--- src/hdl/fsu_cfg.svh ---
// Purpose: offsets, field positions, reset values and timing counts of the serial unit
// Assumes: APB with 32-bit data, one aligned word per register
// Notes: definitions only
`ifndef FSU_CFG_SVH
`define FSU_CFG_SVH
`define FSU_ADDR_MODE      8'h00
`define FSU_ADDR_CTRL      8'h04
`define FSU_ADDR_STATUS    8'h08
`define FSU_ADDR_FIFOCTL   8'h0C
`define FSU_ADDR_TXDATA    8'h10
`define FSU_ADDR_RXDATA    8'h14
`define FSU_ADDR_COUNT     8'h18
`define FSU_ADDR_LINE      8'h1C
`define FSU_ADDR_BAUD      8'h20
// mode register fields
`define FSU_MODE_STOP      3
`define FSU_MODE_ODD       4
`define FSU_MODE_PE        5
`define FSU_MODE_CHR       6
`define FSU_MODE_SYNC      7
// control register fields
`define FSU_CTRL_CLOCK_SOURCE_SEL_LOW      0
`define FSU_CTRL_CLOCK_SOURCE_SEL_HIGH      1
`define FSU_CTRL_RX_ERROR_IRQ_ENABLE      3
`define FSU_CTRL_RE        4
`define FSU_CTRL_TE        5
`define FSU_CTRL_RIE       6
`define FSU_CTRL_TIE       7
`define FSU_CTRL_SCLK_PORT_DIRECTION     8
`define FSU_CTRL_SCLK_PORT_VALUE     9
// status register fields
`define FSU_ST_DR          0
`define FSU_ST_RDF         1
`define FSU_ST_PER         2
`define FSU_ST_FER         3
`define FSU_ST_BRK         4
`define FSU_ST_TX_FIFO_LOW_FLAG        5
`define FSU_ST_TX_END_FLAG        6
`define FSU_ST_ER          7
// fifo control fields
`define FSU_FC_RFRST       0
`define FSU_FC_TX_FIFO_RESET       1
`define FSU_FC_MCE         3
`define FSU_FC_TTRG_LO     4
`define FSU_FC_RTRG_LO     8
// reset values
`define FSU_RST_STATUS     8'h60
`define FSU_RST_BAUD       16'h0000
// fifo geometry and oversampling
`define FSU_FIFO_DEPTH     16
`define FSU_OVS            16
`define FSU_OVS_MID        7
`define FSU_BRK_BITS       4'h9
`endif

--- src/hdl/fsu_pkg.sv ---
// Purpose: types shared by the serial unit
// Assumes: nothing beyond the cfg header
// Notes: state enums only
package fsu_pkg;
  typedef enum logic [2:0] {TX_IDLE, TX_START, TX_DATA, TX_PAR, TX_STOP} fsu_tx_state_type;
  typedef enum logic [2:0] {RX_IDLE, RX_START, RX_DATA, RX_PAR, RX_STOP} fsu_rx_state_type;
endpackage : fsu_pkg

--- src/hdl/fsu_top.sv ---
// Purpose: fifo serial unit, asynchronous mode, with apb register access
// Assumes: pclk 100 MHz; remote device drives rxd and cts_n from its own clock
// Notes: sync mode only selects the sclk pin role and keeps the internal tick
// Overview of operation
// - sync bit 0: async frames, 8 or 7 data bits, parity option, 1/2 stops
// - async select 00: internal clock, sclk pin follows port direction and value bits
// - async select 01 drives 16x clock out; 10 takes 16x clock in; 11 prohibited
// - sync mode: high select 0 drives sclk pin constant high; 10 inputs; 11 prohibited
// - idle line is mark high; falling line starts a received character
// - frame order: low start, data lsb first, optional parity, high stops
// - receiver syncs to start edge, samples each bit on eighth 16x pulse
// - independent transmitter and receiver, each with 16-byte fifo
// - clearing transmit enable resets shifter; flags and fifos are kept
// - transmit enable cleared mid-frame puts line at mark at once
// - fifo write starts sending; frames go back to back until fifo empty
// - tx fifo count at or below trigger sets low flag; interrupt if enabled
// - parity bit even or odd when enabled, then one or two stop ones
// - at stop time load next byte if waiting, else set end flag, hold mark
// - modem control: cts high halts after frame, cts low lets next start
// - store only if stop is one, fifo has room, overrun and break clear
// - parity or framing errors do not suspend reception
// - rx irq on full or ready; the ready flag is never set, so only full raises it; error and break irqs with either enable
// - modem control: rts low while reception possible, high when fifo full
// - char completing into full fifo sets overrun, is lost; clear by read-then-0
//
// The register addresses and the APB slave port were left to the implementer.
`timescale 1ns/100ps
`default_nettype none
`include "fsu_cfg.svh"
module fsu_top
  import fsu_pkg::*;
(
  input  wire logic        pclk,
  input  wire logic        presetn,
  input  wire logic        psel,
  input  wire logic        penable,
  input  wire logic        pwrite,
  input  wire logic [7:0]  paddr,
  input  wire logic [31:0] pwdata,
  output logic      [31:0] prdata,
  output logic             pready,
  output logic             pslverr,
  input  wire logic        rxd,
  output logic             txd,
  input  wire logic        cts_n,
  output logic             rts_n,
  input  wire logic        sclk_in,
  output logic             sclk_out,
  output logic             sclk_oe,
  output logic             tx_fifo_irq,
  output logic             rx_data_irq,
  output logic             rx_error_irq,
  output logic             break_irq
);
  localparam int DEPTH = `FSU_FIFO_DEPTH;

  // registers
  logic [7:0]  serial_mode_q;
  logic [9:0]  serial_control_q;
  logic [10:0] fifo_control_q;
  logic [15:0] baud_div_q;
  logic [7:0]  status_q;
  logic        overrun_q;
  logic        overrun_seen_q;
  // fifos
  logic [7:0]  tx_mem [DEPTH];
  logic [7:0]  rx_mem [DEPTH];
  logic [3:0]  tx_wp_q, tx_rp_q, rx_wp_q, rx_rp_q;
  logic [4:0]  tx_cnt_q, rx_cnt_q;
  // synchronisers
  logic [2:0]  rxd_s_q, cts_s_q, sclk_s_q;
  // tick and shifters
  logic [15:0] baud_cnt_q;
  logic        tick;
  logic        sclk_gen_q;
  fsu_tx_state_type tx_st_q;
  fsu_rx_state_type rx_st_q;
  logic [3:0]  tx_os_q, rx_os_q;
  logic [7:0]  tx_shift_reg_q, rx_shift_reg_q;
  logic [2:0]  tx_bit_q, rx_bit_q;
  logic        tx_stop2_q, tx_par_q, rx_par_q, rx_fer_q, rx_per_q;
  logic [3:0]  brk_run_q;
  logic        rx_done;

  // apb decode
  logic wr_en, rd_en;
  assign wr_en = psel & penable & pwrite;
  assign rd_en = psel & penable & ~pwrite;
  logic is_async, par_en, seven, te, re, mce;
  assign is_async = ~serial_mode_q[`FSU_MODE_SYNC];
  assign par_en   = serial_mode_q[`FSU_MODE_PE];
  assign seven    = serial_mode_q[`FSU_MODE_CHR];
  assign te       = serial_control_q[`FSU_CTRL_TE];
  assign re       = serial_control_q[`FSU_CTRL_RE];
  assign mce      = fifo_control_q[`FSU_FC_MCE];
  logic [1:0] cke, ttrg_sel;
  assign cke      = serial_control_q[`FSU_CTRL_CLOCK_SOURCE_SEL_HIGH:`FSU_CTRL_CLOCK_SOURCE_SEL_LOW];
  assign ttrg_sel = fifo_control_q[`FSU_FC_TTRG_LO +: 2];
  logic [4:0] ttrg;
  // tx trigger levels: 8, 4, 2, 0
  always_comb
  begin
    case (ttrg_sel)
      2'd0:    ttrg = 5'd8;
      2'd1:    ttrg = 5'd4;
      2'd2:    ttrg = 5'd2;
      default: ttrg = 5'd0;
    endcase
  end
  logic tx_push, rx_pop, tx_pop, rx_push;
  assign tx_push = wr_en & (paddr == `FSU_ADDR_TXDATA) & (tx_cnt_q != 5'(DEPTH));
  assign rx_pop  = rd_en & (paddr == `FSU_ADDR_RXDATA) & (rx_cnt_q != 5'd0);

  // control registers; writes take effect at the access edge
  always_ff @(posedge pclk or negedge presetn)
  begin
    if (!presetn)
    begin
      serial_mode_q    <= 8'h00;
      serial_control_q <= 10'h000;
      fifo_control_q   <= 11'h000;
      baud_div_q       <= `FSU_RST_BAUD;
    end
    else if (wr_en)
    begin
      case (paddr)
        `FSU_ADDR_MODE:    serial_mode_q    <= pwdata[7:0];
        `FSU_ADDR_CTRL:    serial_control_q <= pwdata[9:0];
        `FSU_ADDR_FIFOCTL: fifo_control_q   <= pwdata[10:0];
        `FSU_ADDR_BAUD:    baud_div_q       <= pwdata[15:0];
        default:           ;
      endcase
    end
  end

  // apb read path, zero wait state; unmapped reads zero with pslverr
  always_ff @(posedge pclk or negedge presetn)
  begin
    if (!presetn)
    begin
      prdata  <= 32'h0000_0000;
      pready  <= 1'b0;
      pslverr <= 1'b0;
    end
    else
    begin
      pready  <= psel & ~penable;
      pslverr <= 1'b0;
      prdata  <= 32'h0000_0000;
      if (psel & ~penable)
      begin
        case (paddr)
          `FSU_ADDR_MODE:    prdata <= {24'h0, serial_mode_q};
          `FSU_ADDR_CTRL:    prdata <= {22'h0, serial_control_q};
          `FSU_ADDR_STATUS:  prdata <= {24'h0, status_q};
          `FSU_ADDR_FIFOCTL: prdata <= {21'h0, fifo_control_q};
          `FSU_ADDR_RXDATA:  prdata <= {24'h0, rx_mem[rx_rp_q]};
          `FSU_ADDR_COUNT:   prdata <= {19'h0, tx_cnt_q, 3'h0, rx_cnt_q};
          `FSU_ADDR_LINE:    prdata <= {31'h0, overrun_q};
          `FSU_ADDR_BAUD:    prdata <= {16'h0, baud_div_q};
          `FSU_ADDR_TXDATA:  prdata <= 32'h0000_0000;
          default:           pslverr <= 1'b1;
        endcase
      end
    end
  end
  // pready is registered one cycle after setup, so every access takes two cycles
  logic unused_ok;
  assign unused_ok = pready;

  // pin synchronisers; rxd used after three flops, cts_n and sclk_in after two
  always_ff @(posedge pclk or negedge presetn)
  begin
    if (!presetn)
    begin
      rxd_s_q  <= 3'b111;
      cts_s_q  <= 3'b111;
      sclk_s_q <= 3'b000;
    end
    else
    begin
      rxd_s_q  <= {rxd_s_q[1:0], rxd};
      cts_s_q  <= {cts_s_q[1:0], cts_n};
      sclk_s_q <= {sclk_s_q[1:0], sclk_in};
    end
  end

  // 16x tick: baud counter or rising edge of external 16x clock
  always_ff @(posedge pclk or negedge presetn)
  begin
    if (!presetn)
    begin
      baud_cnt_q <= 16'h0000;
      sclk_gen_q <= 1'b0;
    end
    else if (baud_cnt_q >= baud_div_q)
    begin
      baud_cnt_q <= 16'h0000;
      sclk_gen_q <= ~sclk_gen_q;
    end
    else
      baud_cnt_q <= baud_cnt_q + 16'h0001;
  end
  logic int_tick;
  assign int_tick = (baud_cnt_q >= baud_div_q) & sclk_gen_q;
  // external clock must keep running or the unit stalls
  assign tick = (is_async & cke == 2'b10) ? (sclk_s_q[1] & ~sclk_s_q[2]) : int_tick;

  // sclk pin role
  always_ff @(posedge pclk or negedge presetn)
  begin
    if (!presetn)
    begin
      sclk_out <= 1'b0;
      sclk_oe  <= 1'b0;
    end
    else if (is_async)
    begin
      case (cke)
        2'b00:
        begin
          sclk_oe  <= serial_control_q[`FSU_CTRL_SCLK_PORT_DIRECTION];
          sclk_out <= serial_control_q[`FSU_CTRL_SCLK_PORT_VALUE];
        end
        2'b01:
        begin
          sclk_oe  <= 1'b1;
          sclk_out <= sclk_gen_q;
        end
        default:
        begin
          sclk_oe  <= 1'b0; // input, or prohibited setting
          sclk_out <= 1'b0;
        end
      endcase
    end
    else
    begin
      sclk_oe  <= ~cke[1];
      sclk_out <= 1'b1;
    end
  end

  // transmit fifo; reset bit empties it, te clear leaves it alone
  always_ff @(posedge pclk or negedge presetn)
  begin
    if (!presetn)
    begin
      tx_wp_q  <= 4'h0;
      tx_rp_q  <= 4'h0;
      tx_cnt_q <= 5'h00;
    end
    else if (fifo_control_q[`FSU_FC_TX_FIFO_RESET])
    begin
      tx_wp_q  <= 4'h0;
      tx_rp_q  <= 4'h0;
      tx_cnt_q <= 5'h00;
    end
    else
    begin
      if (tx_push)
        tx_wp_q <= tx_wp_q + 4'h1;
      if (tx_pop)
        tx_rp_q <= tx_rp_q + 4'h1;
      tx_cnt_q <= tx_cnt_q + {4'h0, tx_push} - {4'h0, tx_pop};
    end
  end
  always_ff @(posedge pclk)
  begin
    if (tx_push)
      tx_mem[tx_wp_q] <= pwdata[7:0];
  end

  // transmitter; cts gates only the start of a new frame
  logic tx_can_start;
  assign tx_can_start = te & (tx_cnt_q != 5'd0) & ~(mce & cts_s_q[1]);
  assign tx_pop = tick & (tx_os_q == 4'hF) & tx_can_start
                  & ((tx_st_q == TX_IDLE) | (tx_st_q == TX_STOP & ~tx_stop2_q));
  always_ff @(posedge pclk or negedge presetn)
  begin
    if (!presetn)
    begin
      tx_st_q        <= TX_IDLE;
      tx_os_q        <= 4'h0;
      tx_bit_q       <= 3'h0;
      tx_shift_reg_q <= 8'h00;
      tx_stop2_q     <= 1'b0;
      tx_par_q       <= 1'b0;
      txd            <= 1'b1;
    end
    else if (!te)
    begin
      tx_st_q <= TX_IDLE;
      tx_os_q <= 4'h0;
      txd     <= 1'b1;
    end
    else if (tick)
    begin
      tx_os_q <= tx_os_q + 4'h1;
      if (tx_os_q == 4'hF)
      begin
        case (tx_st_q)
          TX_IDLE, TX_STOP:
          begin
            if (tx_st_q == TX_STOP & tx_stop2_q)
            begin
              tx_stop2_q <= 1'b0; // second stop bit
              txd        <= 1'b1;
            end
            else if (tx_pop)
            begin
              tx_shift_reg_q <= tx_mem[tx_rp_q];
              tx_par_q       <= serial_mode_q[`FSU_MODE_ODD];
              tx_st_q        <= TX_START;
              txd            <= 1'b0;
            end
            else
            begin
              tx_st_q <= TX_IDLE;
              txd     <= 1'b1;
            end
          end
          TX_START, TX_DATA:
          begin
            // last data bit ends: parity or first stop goes out next
            if (tx_st_q == TX_DATA & tx_bit_q == (seven ? 3'd6 : 3'd7))
            begin
              txd        <= par_en ? tx_par_q : 1'b1;
              tx_st_q    <= par_en ? TX_PAR : TX_STOP;
              tx_stop2_q <= par_en ? 1'b0 : serial_mode_q[`FSU_MODE_STOP];
            end
            else
            begin
              txd            <= tx_shift_reg_q[0];
              tx_par_q       <= tx_par_q ^ tx_shift_reg_q[0];
              tx_shift_reg_q <= {1'b0, tx_shift_reg_q[7:1]};
              tx_bit_q       <= (tx_st_q == TX_START) ? 3'h0 : tx_bit_q + 3'h1;
              tx_st_q        <= TX_DATA;
            end
          end
          TX_PAR:
          begin
            txd        <= 1'b1; // first stop after parity
            tx_st_q    <= TX_STOP;
            tx_stop2_q <= serial_mode_q[`FSU_MODE_STOP];
          end
          default: tx_st_q <= TX_IDLE;
        endcase
      end
    end
  end
  // stop bit output: data states without parity, and TX_PAR, fall to stop with line high
  logic tx_end_evt;
  assign tx_end_evt = tick & (tx_os_q == 4'hF) & (tx_st_q == TX_STOP) & ~tx_stop2_q & ~tx_pop;

  // receiver: start edge, then sample at mid bit
  logic rxs;
  assign rxs = rxd_s_q[2];
  always_ff @(posedge pclk or negedge presetn)
  begin
    if (!presetn)
    begin
      rx_st_q        <= RX_IDLE;
      rx_os_q        <= 4'h0;
      rx_bit_q       <= 3'h0;
      rx_shift_reg_q <= 8'h00;
      rx_par_q       <= 1'b0;
      rx_per_q       <= 1'b0;
      rx_fer_q       <= 1'b0;
      brk_run_q      <= 4'h0;
    end
    else if (!re)
      rx_st_q <= RX_IDLE;
    else if (tick)
    begin
      rx_os_q <= rx_os_q + 4'h1;
      case (rx_st_q)
        RX_IDLE:
          if (!rxs)
          begin
            rx_st_q <= RX_START;
            rx_os_q <= 4'h0;
          end
        RX_START:
          if (rx_os_q == 4'(`FSU_OVS_MID))
          begin
            rx_os_q   <= 4'h0;
            rx_bit_q  <= 3'h0;
            rx_par_q  <= serial_mode_q[`FSU_MODE_ODD];
            brk_run_q <= 4'h1;
            rx_st_q   <= rxs ? RX_IDLE : RX_DATA; // glitch rejected
          end
        RX_DATA:
          if (rx_os_q == 4'hF)
          begin
            rx_shift_reg_q <= seven ? {1'b0, rxs, rx_shift_reg_q[6:1]}
                                    : {rxs, rx_shift_reg_q[7:1]};
            rx_par_q  <= rx_par_q ^ rxs;
            brk_run_q <= rxs ? 4'h0 : brk_run_q + 4'h1;
            rx_bit_q  <= rx_bit_q + 3'h1;
            if (rx_bit_q == (seven ? 3'd6 : 3'd7))
              rx_st_q <= par_en ? RX_PAR : RX_STOP;
          end
        RX_PAR:
          if (rx_os_q == 4'hF)
          begin
            rx_per_q  <= rx_par_q ^ rxs;
            brk_run_q <= rxs ? 4'h0 : brk_run_q + 4'h1;
            rx_st_q   <= RX_STOP;
          end
        RX_STOP:
          if (rx_os_q == 4'hF)
          begin
            rx_fer_q <= ~rxs; // only first stop checked
            rx_st_q  <= RX_IDLE;
          end
        default: rx_st_q <= RX_IDLE;
      endcase
    end
  end
  assign rx_done = re & tick & (rx_st_q == RX_STOP) & (rx_os_q == 4'hF);
  logic rx_brk_now, rx_store;
  assign rx_brk_now = ~rxs & (brk_run_q >= `FSU_BRK_BITS - 4'd1);
  assign rx_store = rx_done & rxs & (rx_cnt_q != 5'(DEPTH)) & ~overrun_q
                    & ~status_q[`FSU_ST_BRK];
  assign rx_push = rx_store;

  // receive fifo
  always_ff @(posedge pclk or negedge presetn)
  begin
    if (!presetn)
    begin
      rx_wp_q  <= 4'h0;
      rx_rp_q  <= 4'h0;
      rx_cnt_q <= 5'h00;
    end
    else if (fifo_control_q[`FSU_FC_RFRST])
    begin
      rx_wp_q  <= 4'h0;
      rx_rp_q  <= 4'h0;
      rx_cnt_q <= 5'h00;
    end
    else
    begin
      if (rx_push)
        rx_wp_q <= rx_wp_q + 4'h1;
      if (rx_pop)
        rx_rp_q <= rx_rp_q + 4'h1;
      rx_cnt_q <= rx_cnt_q + {4'h0, rx_push} - {4'h0, rx_pop};
    end
  end
  always_ff @(posedge pclk)
  begin
    if (rx_push)
      rx_mem[rx_wp_q] <= rx_shift_reg_q;
  end

  // status flags; hardware set wins over a software clear of 0
  logic st_wr;
  assign st_wr = wr_en & (paddr == `FSU_ADDR_STATUS);
  always_ff @(posedge pclk or negedge presetn)
  begin
    if (!presetn)
      status_q <= `FSU_RST_STATUS;
    else
    begin
      if (st_wr)
        status_q <= status_q & pwdata[7:0];
      status_q[`FSU_ST_TX_FIFO_LOW_FLAG] <= (tx_cnt_q <= ttrg)
                                | (status_q[`FSU_ST_TX_FIFO_LOW_FLAG] & ~(st_wr & ~pwdata[`FSU_ST_TX_FIFO_LOW_FLAG]));
      if (tx_cnt_q < ttrg)
        status_q[`FSU_ST_TX_FIFO_LOW_FLAG] <= 1'b1;
      if (tx_end_evt)
        status_q[`FSU_ST_TX_END_FLAG] <= 1'b1;
      else if (tx_pop)
        status_q[`FSU_ST_TX_END_FLAG] <= 1'b0;
      status_q[`FSU_ST_RDF] <= (rx_cnt_q >= 5'd1) & (status_q[`FSU_ST_RDF] | rx_push);
      status_q[`FSU_ST_DR]  <= (rx_cnt_q != 5'd0) & status_q[`FSU_ST_DR] & ~st_wr;
      if (rx_push)
        status_q[`FSU_ST_RDF] <= 1'b1;
      if (rx_done & rx_per_q & par_en)
        status_q[`FSU_ST_PER] <= 1'b1;
      if (rx_done & ~rxs)
        status_q[`FSU_ST_FER] <= 1'b1;
      if (rx_done & ((rx_per_q & par_en) | ~rxs))
        status_q[`FSU_ST_ER] <= 1'b1;
      if (rx_done & rx_brk_now)
        status_q[`FSU_ST_BRK] <= 1'b1;
    end
  end

  // overrun: set on full, cleared by writing 0 only after reading 1
  always_ff @(posedge pclk or negedge presetn)
  begin
    if (!presetn)
    begin
      overrun_q      <= 1'b0;
      overrun_seen_q <= 1'b0;
    end
    else if (rx_done & rxs & (rx_cnt_q == 5'(DEPTH)))
    begin
      overrun_q <= 1'b1;
    end
    else
    begin
      if (rd_en & (paddr == `FSU_ADDR_LINE) & overrun_q)
        overrun_seen_q <= 1'b1;
      if (wr_en & (paddr == `FSU_ADDR_LINE) & ~pwdata[0] & overrun_seen_q)
      begin
        overrun_q      <= 1'b0;
        overrun_seen_q <= 1'b0;
      end
    end
  end

  // interrupt and rts outputs, registered
  always_ff @(posedge pclk or negedge presetn)
  begin
    if (!presetn)
    begin
      tx_fifo_irq  <= 1'b0;
      rx_data_irq  <= 1'b0;
      rx_error_irq <= 1'b0;
      break_irq    <= 1'b0;
      rts_n        <= 1'b1;
    end
    else
    begin
      tx_fifo_irq  <= status_q[`FSU_ST_TX_FIFO_LOW_FLAG] & serial_control_q[`FSU_CTRL_TIE];
      rx_data_irq  <= (status_q[`FSU_ST_RDF] | status_q[`FSU_ST_DR])
                      & serial_control_q[`FSU_CTRL_RIE];
      rx_error_irq <= status_q[`FSU_ST_ER]
                      & (serial_control_q[`FSU_CTRL_RIE] | serial_control_q[`FSU_CTRL_RX_ERROR_IRQ_ENABLE]);
      break_irq    <= (status_q[`FSU_ST_BRK] | overrun_q)
                      & (serial_control_q[`FSU_CTRL_RIE] | serial_control_q[`FSU_CTRL_RX_ERROR_IRQ_ENABLE]);
      rts_n        <= mce ? (rx_cnt_q == 5'(DEPTH)) : 1'b1;
    end
  end

  // overrun must follow a completed char into a full fifo within one cycle
  chk_overrun_set: assert property (@(posedge pclk) disable iff (!presetn)
    rx_done & rxs & (rx_cnt_q == 5'(DEPTH)) |=> overrun_q)
    else $error("overrun not set");
  chk_full_no_store: assert property (@(posedge pclk) disable iff (!presetn)
    (rx_cnt_q == 5'(DEPTH)) |-> !rx_push)
    else $error("store into full fifo");
  chk_te_mark: assert property (@(posedge pclk) disable iff (!presetn)
    !te |=> txd)
    else $error("line not at mark");
  chk_rts_full: assert property (@(posedge pclk) disable iff (!presetn)
    mce & (rx_cnt_q == 5'(DEPTH)) ##1 mce |-> rts_n)
    else $error("rts low with full fifo");
  chk_cts_hold: assert property (@(posedge pclk) disable iff (!presetn)
    mce & cts_s_q[1] |-> !tx_pop)
    else $error("frame started under cts");
  chk_tx_fifo_low_flag_low: assert property (@(posedge pclk) disable iff (!presetn)
    (tx_cnt_q < ttrg) |=> status_q[`FSU_ST_TX_FIFO_LOW_FLAG])
    else $error("tx low flag missing");
  chk_tx_end_flag_set: assert property (@(posedge pclk) disable iff (!presetn)
    tx_end_evt |=> status_q[`FSU_ST_TX_END_FLAG] && txd)
    else $error("end flag missing");
  chk_start_low: assert property (@(posedge pclk) disable iff (!presetn)
    tx_pop |=> !txd && (tx_st_q == TX_START))
    else $error("start bit not low");
  chk_te_keeps_fifo: assert property (@(posedge pclk) disable iff (!presetn)
    $fell(te) & !fifo_control_q[`FSU_FC_TX_FIFO_RESET] |=> (tx_cnt_q == $past(tx_cnt_q)))
    else $error("fifo changed on te clear");
  chk_rx_err_irq: assert property (@(posedge pclk) disable iff (!presetn)
    status_q[`FSU_ST_ER] & serial_control_q[`FSU_CTRL_RX_ERROR_IRQ_ENABLE] |=> rx_error_irq)
    else $error("error irq missing");
endmodule : fsu_top
`default_nettype wire

--- config.mk ---
export PLATFORM = sky130hd
export DESIGN_NAME = fsu_top
export DESIGN_NICKNAME = d
export VERILOG_FILES = /design/src/hdl/fsu_pkg.sv /design/src/hdl/fsu_top.sv
export VERILOG_INCLUDE_DIRS = /design/src /design/src/hdl
export SDC_FILE = /design/constraint.sdc
export NUM_CORES = 1
export LEC_CHECK = 0
export ABC_AREA = 1
export BUFFER_PORTS_ARGS = -buffer_cell sky130_fd_sc_hd__buf_2
export CAP_MARGIN = 20
export CORE_MARGIN = 3
export CORE_UTILIZATION = 51
export CTS_CLUSTER_DIAMETER = 30
export DETAILED_ROUTE_END_ITERATION = 6
export GPL_TIMING_DRIVEN = 0
export PLACE_DENSITY = 0.7
export SYNTH_ARGS = -nofsm -noshare
export SYNTH_HDL_FRONTEND = slang
export SYNTH_SLANG_ARGS = --single-unit
--- constraint.sdc ---
create_clock -name pclk -period 3.6 [get_ports pclk]
set_clock_uncertainty 0.1 [all_clocks]
set_input_delay 0.36 -clock pclk [delete_from_list [all_inputs] [get_ports pclk]]
set_output_delay 0.36 -clock pclk [all_outputs]
set_load 0.02 [all_outputs]
==> report_table.html <==
<table>
<tr><th>Metric</th><th>Value</th></tr>
<tr><th colspan="2">Min path</th></tr>
<tr><td>Hold-critical path endpoint</td><td>baud_div_q[9]</td></tr>
<tr><td>Start point of the worst hold path</td><td>pwdata[9]</td></tr>
<tr><td>Class of the most critical hold timing path</td><td>primary input to flop</td></tr>
<tr><td>Depth of the worst hold-timing path</td><td>3</td></tr>
<tr><th colspan="2">Critical path</th></tr>
<tr><td>Worst path arrival time</td><td>3.56 ns</td></tr>
<tr><td>Biggest cell delay along the critical path</td><td>roughly 0.75 ns</td></tr>
<tr><td>Chain of cells forming the critical path</td><td>inv_1, ha_1, nand2_1, nor2_1, nor2_1, nand2_1, nand2_1, nand2_1, nand2_2, nand2_4, nand3_4, nand2_8, buf_12, nand4_4, nor2_4, buf_4, buf_4, nand2_2, nor2_1</td></tr>
<tr><td>Cell type group with the largest total delay on the critical path</td><td>simple AND/OR/NAND/NOR gates</td></tr>
<tr><td>Critical register-to-register path startpoint</td><td>baud_cnt_q[0]</td></tr>
<tr><td>Data required time of the critical path</td><td>3.72 ns</td></tr>
<tr><td>R2R setup slack</td><td>around 0.15 ns</td></tr>
<tr><td>Cell at the slowest stage of the critical path</td><td>sky130_fd_sc_hd__nor2_1</td></tr>
<tr><td>Worst Path Class, Setup</td><td>flop to flop</td></tr>
<tr><td>Biggest fanout along the worst timing path</td><td>8</td></tr>
<tr><td>Worst Setup Start Kind</td><td>flop</td></tr>
<tr><td>Bufs and invs on worst path</td><td>4</td></tr>
<tr><td>Terminus of the critical flop-to-flop path</td><td>rx_mem[11][1]</td></tr>
<tr><td>Worst r2r path cells</td><td>19</td></tr>
<tr><td>Cell type with the highest occurrence count on the critical path</td><td>sky130_fd_sc_hd__nand2_1</td></tr>
<tr><td>Capturing element type of the critical path</td><td>flop</td></tr>
<tr><th colspan="2">Yosys</th></tr>
<tr><td>Most area-hungry cell type in the Yosys netlist</td><td>sky130_fd_sc_hd__edfxtp_1</td></tr>
<tr><td>Post-synthesis area per instance</td><td>~10 um2</td></tr>
<tr><td>Syn Inst Count</td><td>~1800</td></tr>
<tr><td>FF+latch count, synth</td><td>432</td></tr>
<tr><td>Most used DFF post-synth</td><td>sky130_fd_sc_hd__edfxtp_1</td></tr>
<tr><td>EDFF count, synth</td><td>256</td></tr>
<tr><td>Biggest area contributors in the synthesized netlist</td><td>sky130_fd_sc_hd__edfxtp_1 (40%), sky130_fd_sc_hd__dfrtp_1 (22%), sky130_fd_sc_hd__o21ai_0 (5.7%)</td></tr>
<tr><td>Fraction of registers with async set/reset</td><td>approximately two fifths</td></tr>
<tr><td>Seq/Total Area, Yosys</td><td>63.2%</td></tr>
<tr><td>Proportion of netlist area held by the largest area contributor</td><td>40.2%</td></tr>
<tr><td>Post-synthesis cell area</td><td>~19000 um2</td></tr>
<tr><td>Number of synthesis warnings</td><td>0</td></tr>
<tr><td>Number of distinct library cell variants in the gate-level netlist after synthesis</td><td>56</td></tr>
<tr><th colspan="2">Routing</th></tr>
<tr><td>Number of iterations in the first detailed-routing pass</td><td>6</td></tr>
<tr><td>Remaining design rule violation count</td><td>0</td></tr>
<tr><td>Via count normalized by instance count</td><td>5.76</td></tr>
<tr><td>Vias after detailed routing</td><td>14699</td></tr>
<tr><td>Post-route antenna net violation count</td><td>0</td></tr>
<tr><td>Drt wl/cell</td><td>approximately 20 um</td></tr>
<tr><td>Post-Route WL</td><td>51.0 mm</td></tr>
<tr><td>Drt first-iter violations</td><td>between 1000 and 1500</td></tr>
<tr><th colspan="2">Timing</th></tr>
<tr><td>Tightest slew margin relative to the limit</td><td>between 30% and 40%</td></tr>
<tr><td>RSZ-0062 raised after global routing</td><td>yes</td></tr>
<tr><td>Top achievable clock speed</td><td>between 0.2 and 0.3 GHz</td></tr>
<tr><td>Final setup violating endpoints</td><td>0</td></tr>
<tr><td>Worst Hold Slack</td><td>around 0.013 ns</td></tr>
<tr><td>Max-slew violation total from the final report</td><td>0</td></tr>
<tr><td>Slew at the pin closest to its max-slew limit</td><td>slightly below 1 ns</td></tr>
<tr><td>Final critical path time including I/O delays and setup</td><td>~3.4 ns</td></tr>
<tr><td>Final Hold Fails</td><td>0</td></tr>
<tr><td>Share of the clock period used by the worst path</td><td>95.7%</td></tr>
<tr><th colspan="2">Finish</th></tr>
<tr><td>Post-route core utilization</td><td>63.7%</td></tr>
<tr><td>Signed area change from the synthesized netlist to the final layout</td><td>22.3%</td></tr>
<tr><td>Layout cells sized above 1</td><td>~14%</td></tr>
<tr><td>Ant diodes</td><td>0</td></tr>
<tr><td>Summed area of non-filler cells in the final layout</td><td>23400 um2</td></tr>
<tr><td>Number of fill cells in the layout</td><td>between 2000 and 3000</td></tr>
<tr><td>Final net count</td><td>roughly 2100</td></tr>
<tr><th colspan="2">Power</th></tr>
<tr><td>Standby leakage power</td><td>0.00929 uW</td></tr>
<tr><td>Peak supply drop</td><td>~0.00042 V</td></tr>
<tr><td>Total power divided by cell area</td><td>622 nW/um2</td></tr>
<tr><th colspan="2">Global route</th></tr>
<tr><td>Global-route wire length before repair</td><td>a little under 80 mm</td></tr>
<tr><td>All-layer global routing usage</td><td>between 20% and 30%</td></tr>
<tr><td>Initial antenna violation count</td><td>0</td></tr>
<tr><td>Sum of overflow across all layers after global routing</td><td>0</td></tr>
<tr><td>Pin count of the biggest net entering global routing</td><td>between 100 and 150</td></tr>
<tr><td>Vias in the first global route</td><td>between 10000 and 15000</td></tr>
<tr><th colspan="2">Clock network</th></tr>
<tr><td>Root buffer selected by CTS</td><td>sky130_fd_sc_hd__clkbuf_16</td></tr>
<tr><td>Clk pin slew, worst setup/hold paths</td><td>around 0.05 ns</td></tr>
<tr><td>Deepest level of the CTS H-tree</td><td>3</td></tr>
<tr><td>CTS buffer count</td><td>84</td></tr>
<tr><td>Source-to-sink clock delay at the later pin of the worst-skew pair</td><td>0.61 ns</td></tr>
<tr><td>CTS Buffer Depth</td><td>3</td></tr>
<tr><td>TritonCTS clock tree</td><td>done</td></tr>
<tr><td>Num Clock Sinks</td><td>432</td></tr>
<tr><th colspan="2">Placement</th></tr>
<tr><td>Final weighted congestion in routability-driven placement</td><td>roughly 0.89</td></tr>
<tr><td>Cell Area, Placed</td><td>around 20000 um2</td></tr>
<tr><td>Final HPWL from detailed placement</td><td>32.8 mm</td></tr>
<tr><td>Count of input and output buffers</td><td>57</td></tr>
<tr><th colspan="2">Status</th></tr>
<tr><td>Outcome</td><td>completed</td></tr>
<tr><th colspan="2">Floorplanning</th></tr>
<tr><td>Overall die width</td><td>between 150 and 200 um</td></tr>
<tr><td>Starting density of the core</td><td>52.0%</td></tr>
<tr><td>Die Span Y</td><td>approximately 200 um</td></tr>
<tr><td>Rows</td><td>70</td></tr>
<tr><td>Floorplan core area</td><td>roughly 37000 um2</td></tr>
<tr><td>Floorplan die area</td><td>approximately 40000 um2</td></tr>
<tr><td>Number of top-level pins</td><td>90</td></tr>
<tr><th colspan="2">Run</th></tr>
<tr><td>Max-Cap Viols</td><td>0</td></tr>
</table>
==> sequential cells by signal, indices dropped and copies added (netlist names), 5 cells and up <==
| signal | count |
|---|---|
| rx_mem | 128 |
| tx_mem | 128 |
| baud_cnt_q | 16 |
| baud_div_q | 16 |
| prdata | 16 |
| fifo_control_q | 11 |
| serial_control_q | 10 |
| rx_shift_reg_q | 8 |
| serial_mode_q | 8 |
| status_q | 8 |
| tx_shift_reg_q | 8 |
| rx_cnt_q | 5 |
| tx_cnt_q | 5 |
==> synthesized netlist by cell type, drive strengths merged (2+ instances only) <==
| master | number |
|---|---|
| a21oi | 72 |
| dfrtp | 167 |
| o22ai | 31 |
| dfstp | 9 |
| buf | 35 |
| a221oi | 5 |
| nand3b | 2 |
| nor3b | 9 |
| nor4 | 2 |
| clkinv | 3 |
| o2111ai | 9 |
| a31oi | 13 |
| nand4 | 9 |
| o21bai | 2 |
| nand3 | 68 |
| nor2 | 261 |
| o21ai | 222 |
| xor2 | 9 |
| a211oi | 13 |
| xnor2 | 2 |
| o221ai | 20 |
| nor3 | 28 |
| inv | 170 |
| ha | 51 |
| edfxtp | 256 |
| o211ai | 13 |
| nand2 | 283 |
| clkbuf | 46 |
| fa | 2 |
| o21a | 4 |
==> final cells by class <==
type	count	area, um2	share of cell area, %
buffer	81	403	1.72
clock buffer	100	2310	9.86
clock inverter	57	722	3.08
tap	468	586	2.50
sequential	432	12100	51.7
timing repair buffer	84	551	2.35
multi-input combinational	1156	6090	26.0
inverter	173	649	2.77
==> report_power, final <==
group          switching, uW  internal [uW]  total (uW)
sequential              71.2           5330        5400
combinational            635            324         959
clock                   2670           5540        8210
==> placed cells by master (no fill, tap or decap), types with 9 or more instances in the layout <==
cell,n
sky130_fd_sc_hd__bufinv_16,13
sky130_fd_sc_hd__nor3b_1,9
sky130_fd_sc_hd__nor2_1,253
sky130_fd_sc_hd__nand3_1,66
sky130_fd_sc_hd__a211oi_1,13
sky130_fd_sc_hd__edfxtp_1,256
sky130_fd_sc_hd__conb_1,16
sky130_fd_sc_hd__o21ai_0,216
sky130_fd_sc_hd__o2111ai_1,9
sky130_fd_sc_hd__o221ai_1,20
sky130_fd_sc_hd__nor3_1,25
sky130_fd_sc_hd__o211ai_1,13
sky130_fd_sc_hd__nand2_1,271
sky130_fd_sc_hd__buf_2,73
sky130_fd_sc_hd__dfstp_2,9
sky130_fd_sc_hd__a21oi_1,70
sky130_fd_sc_hd__clkinv_2,12
sky130_fd_sc_hd__clkinv_1,11
sky130_fd_sc_hd__o22ai_1,31
sky130_fd_sc_hd__dfrtp_1,165
sky130_fd_sc_hd__a31oi_1,13
sky130_fd_sc_hd__clkbuf_1,53
sky130_fd_sc_hd__dlygate4sd3_1,13
sky130_fd_sc_hd__ha_1,49
sky130_fd_sc_hd__buf_4,29
sky130_fd_sc_hd__clkbuf_16,90
sky130_fd_sc_hd__inv_1,164
sky130_fd_sc_hd__xor2_1,9
==> per-stage QoR <==
step                      std cells  setup TNS (ns)  power [uW]  worst slack, ns
after floorplan                1842               0        6060            0.296
after global placement         2367         -120.54        6350           -0.746
after detailed placement       2368          -0.189        6380           -0.189
after CTS                      2541               0       14600          0.00706
after global routing           2551          -0.453       15000          -0.0447
final                          2551               0       14600            0.153
==> cells by family (layout without fill, tap and decap cells) <==
logic type / count (synthesis) / count (layout) / synth area share, %
and+or+nand+nor: 665 / 665 / 14.9
adders and majority gates: 53 / 53 / 3.54
AOI/OAI and AO/OA: 411 / 411 / 12.3
xor gates and xnor gates: 11 / 11 / 0.503
other: 1 / 16 / 0.0196
DFF: 432 / 432 / 63.2
buffers and inverters: 254 / 495 / 5.50
==> what timing repair did <==
action | 4_1_cts | 5_1_grt
setup buffers | 3 | 10
resized for setup | 2 | 14
hold buffers | 13 | 0
pin swaps | 2 | 11
endpoints found under the setup margin | 2 | 19
endpoints found under the hold margin | 86 | 0
==> how the worst max path moves through the flow <==
| stage | startpoint | endpoint | slack (ns) | depth (start not counted) |
|---|---|---|---|---|
| 2_1_floorplan | baud_cnt_q[3] | rx_cnt_q[4] | 0.30 | 24 |
| 3_3_place_gp | presetn | tx_shift_reg_q[2] | -0.75 | 1 |
| 3_5_place_dp | baud_cnt_q[15] | rx_cnt_q[4] | -0.19 | 20 |
| 4_1_cts | baud_cnt_q[3] | rx_cnt_q[4] | 0.007 | 24 |
| 5_1_grt | baud_cnt_q[0] | rx_cnt_q[4] | -0.04 | 25 |
| 6_report | baud_cnt_q[0] | rx_mem[11][1] | 0.15 | 19 |
==> tightest hold or removal path, cell delays in order <==
cell and delay, ns:
sky130_fd_sc_hd__buf_2 0.08, sky130_fd_sc_hd__inv_1 0.07, sky130_fd_sc_hd__o21ai_0 0.16
==> routing by layer <==
metal / global-route usage, % / part of all wire [%]
met5: 0 / 0
met4: 11.7 / 3.9
met3: 4.52 / 8.1
met2: 41.2 / 48
met1: 34.3 / 40
No activity file was read; power rests on OpenSTA's default activity.
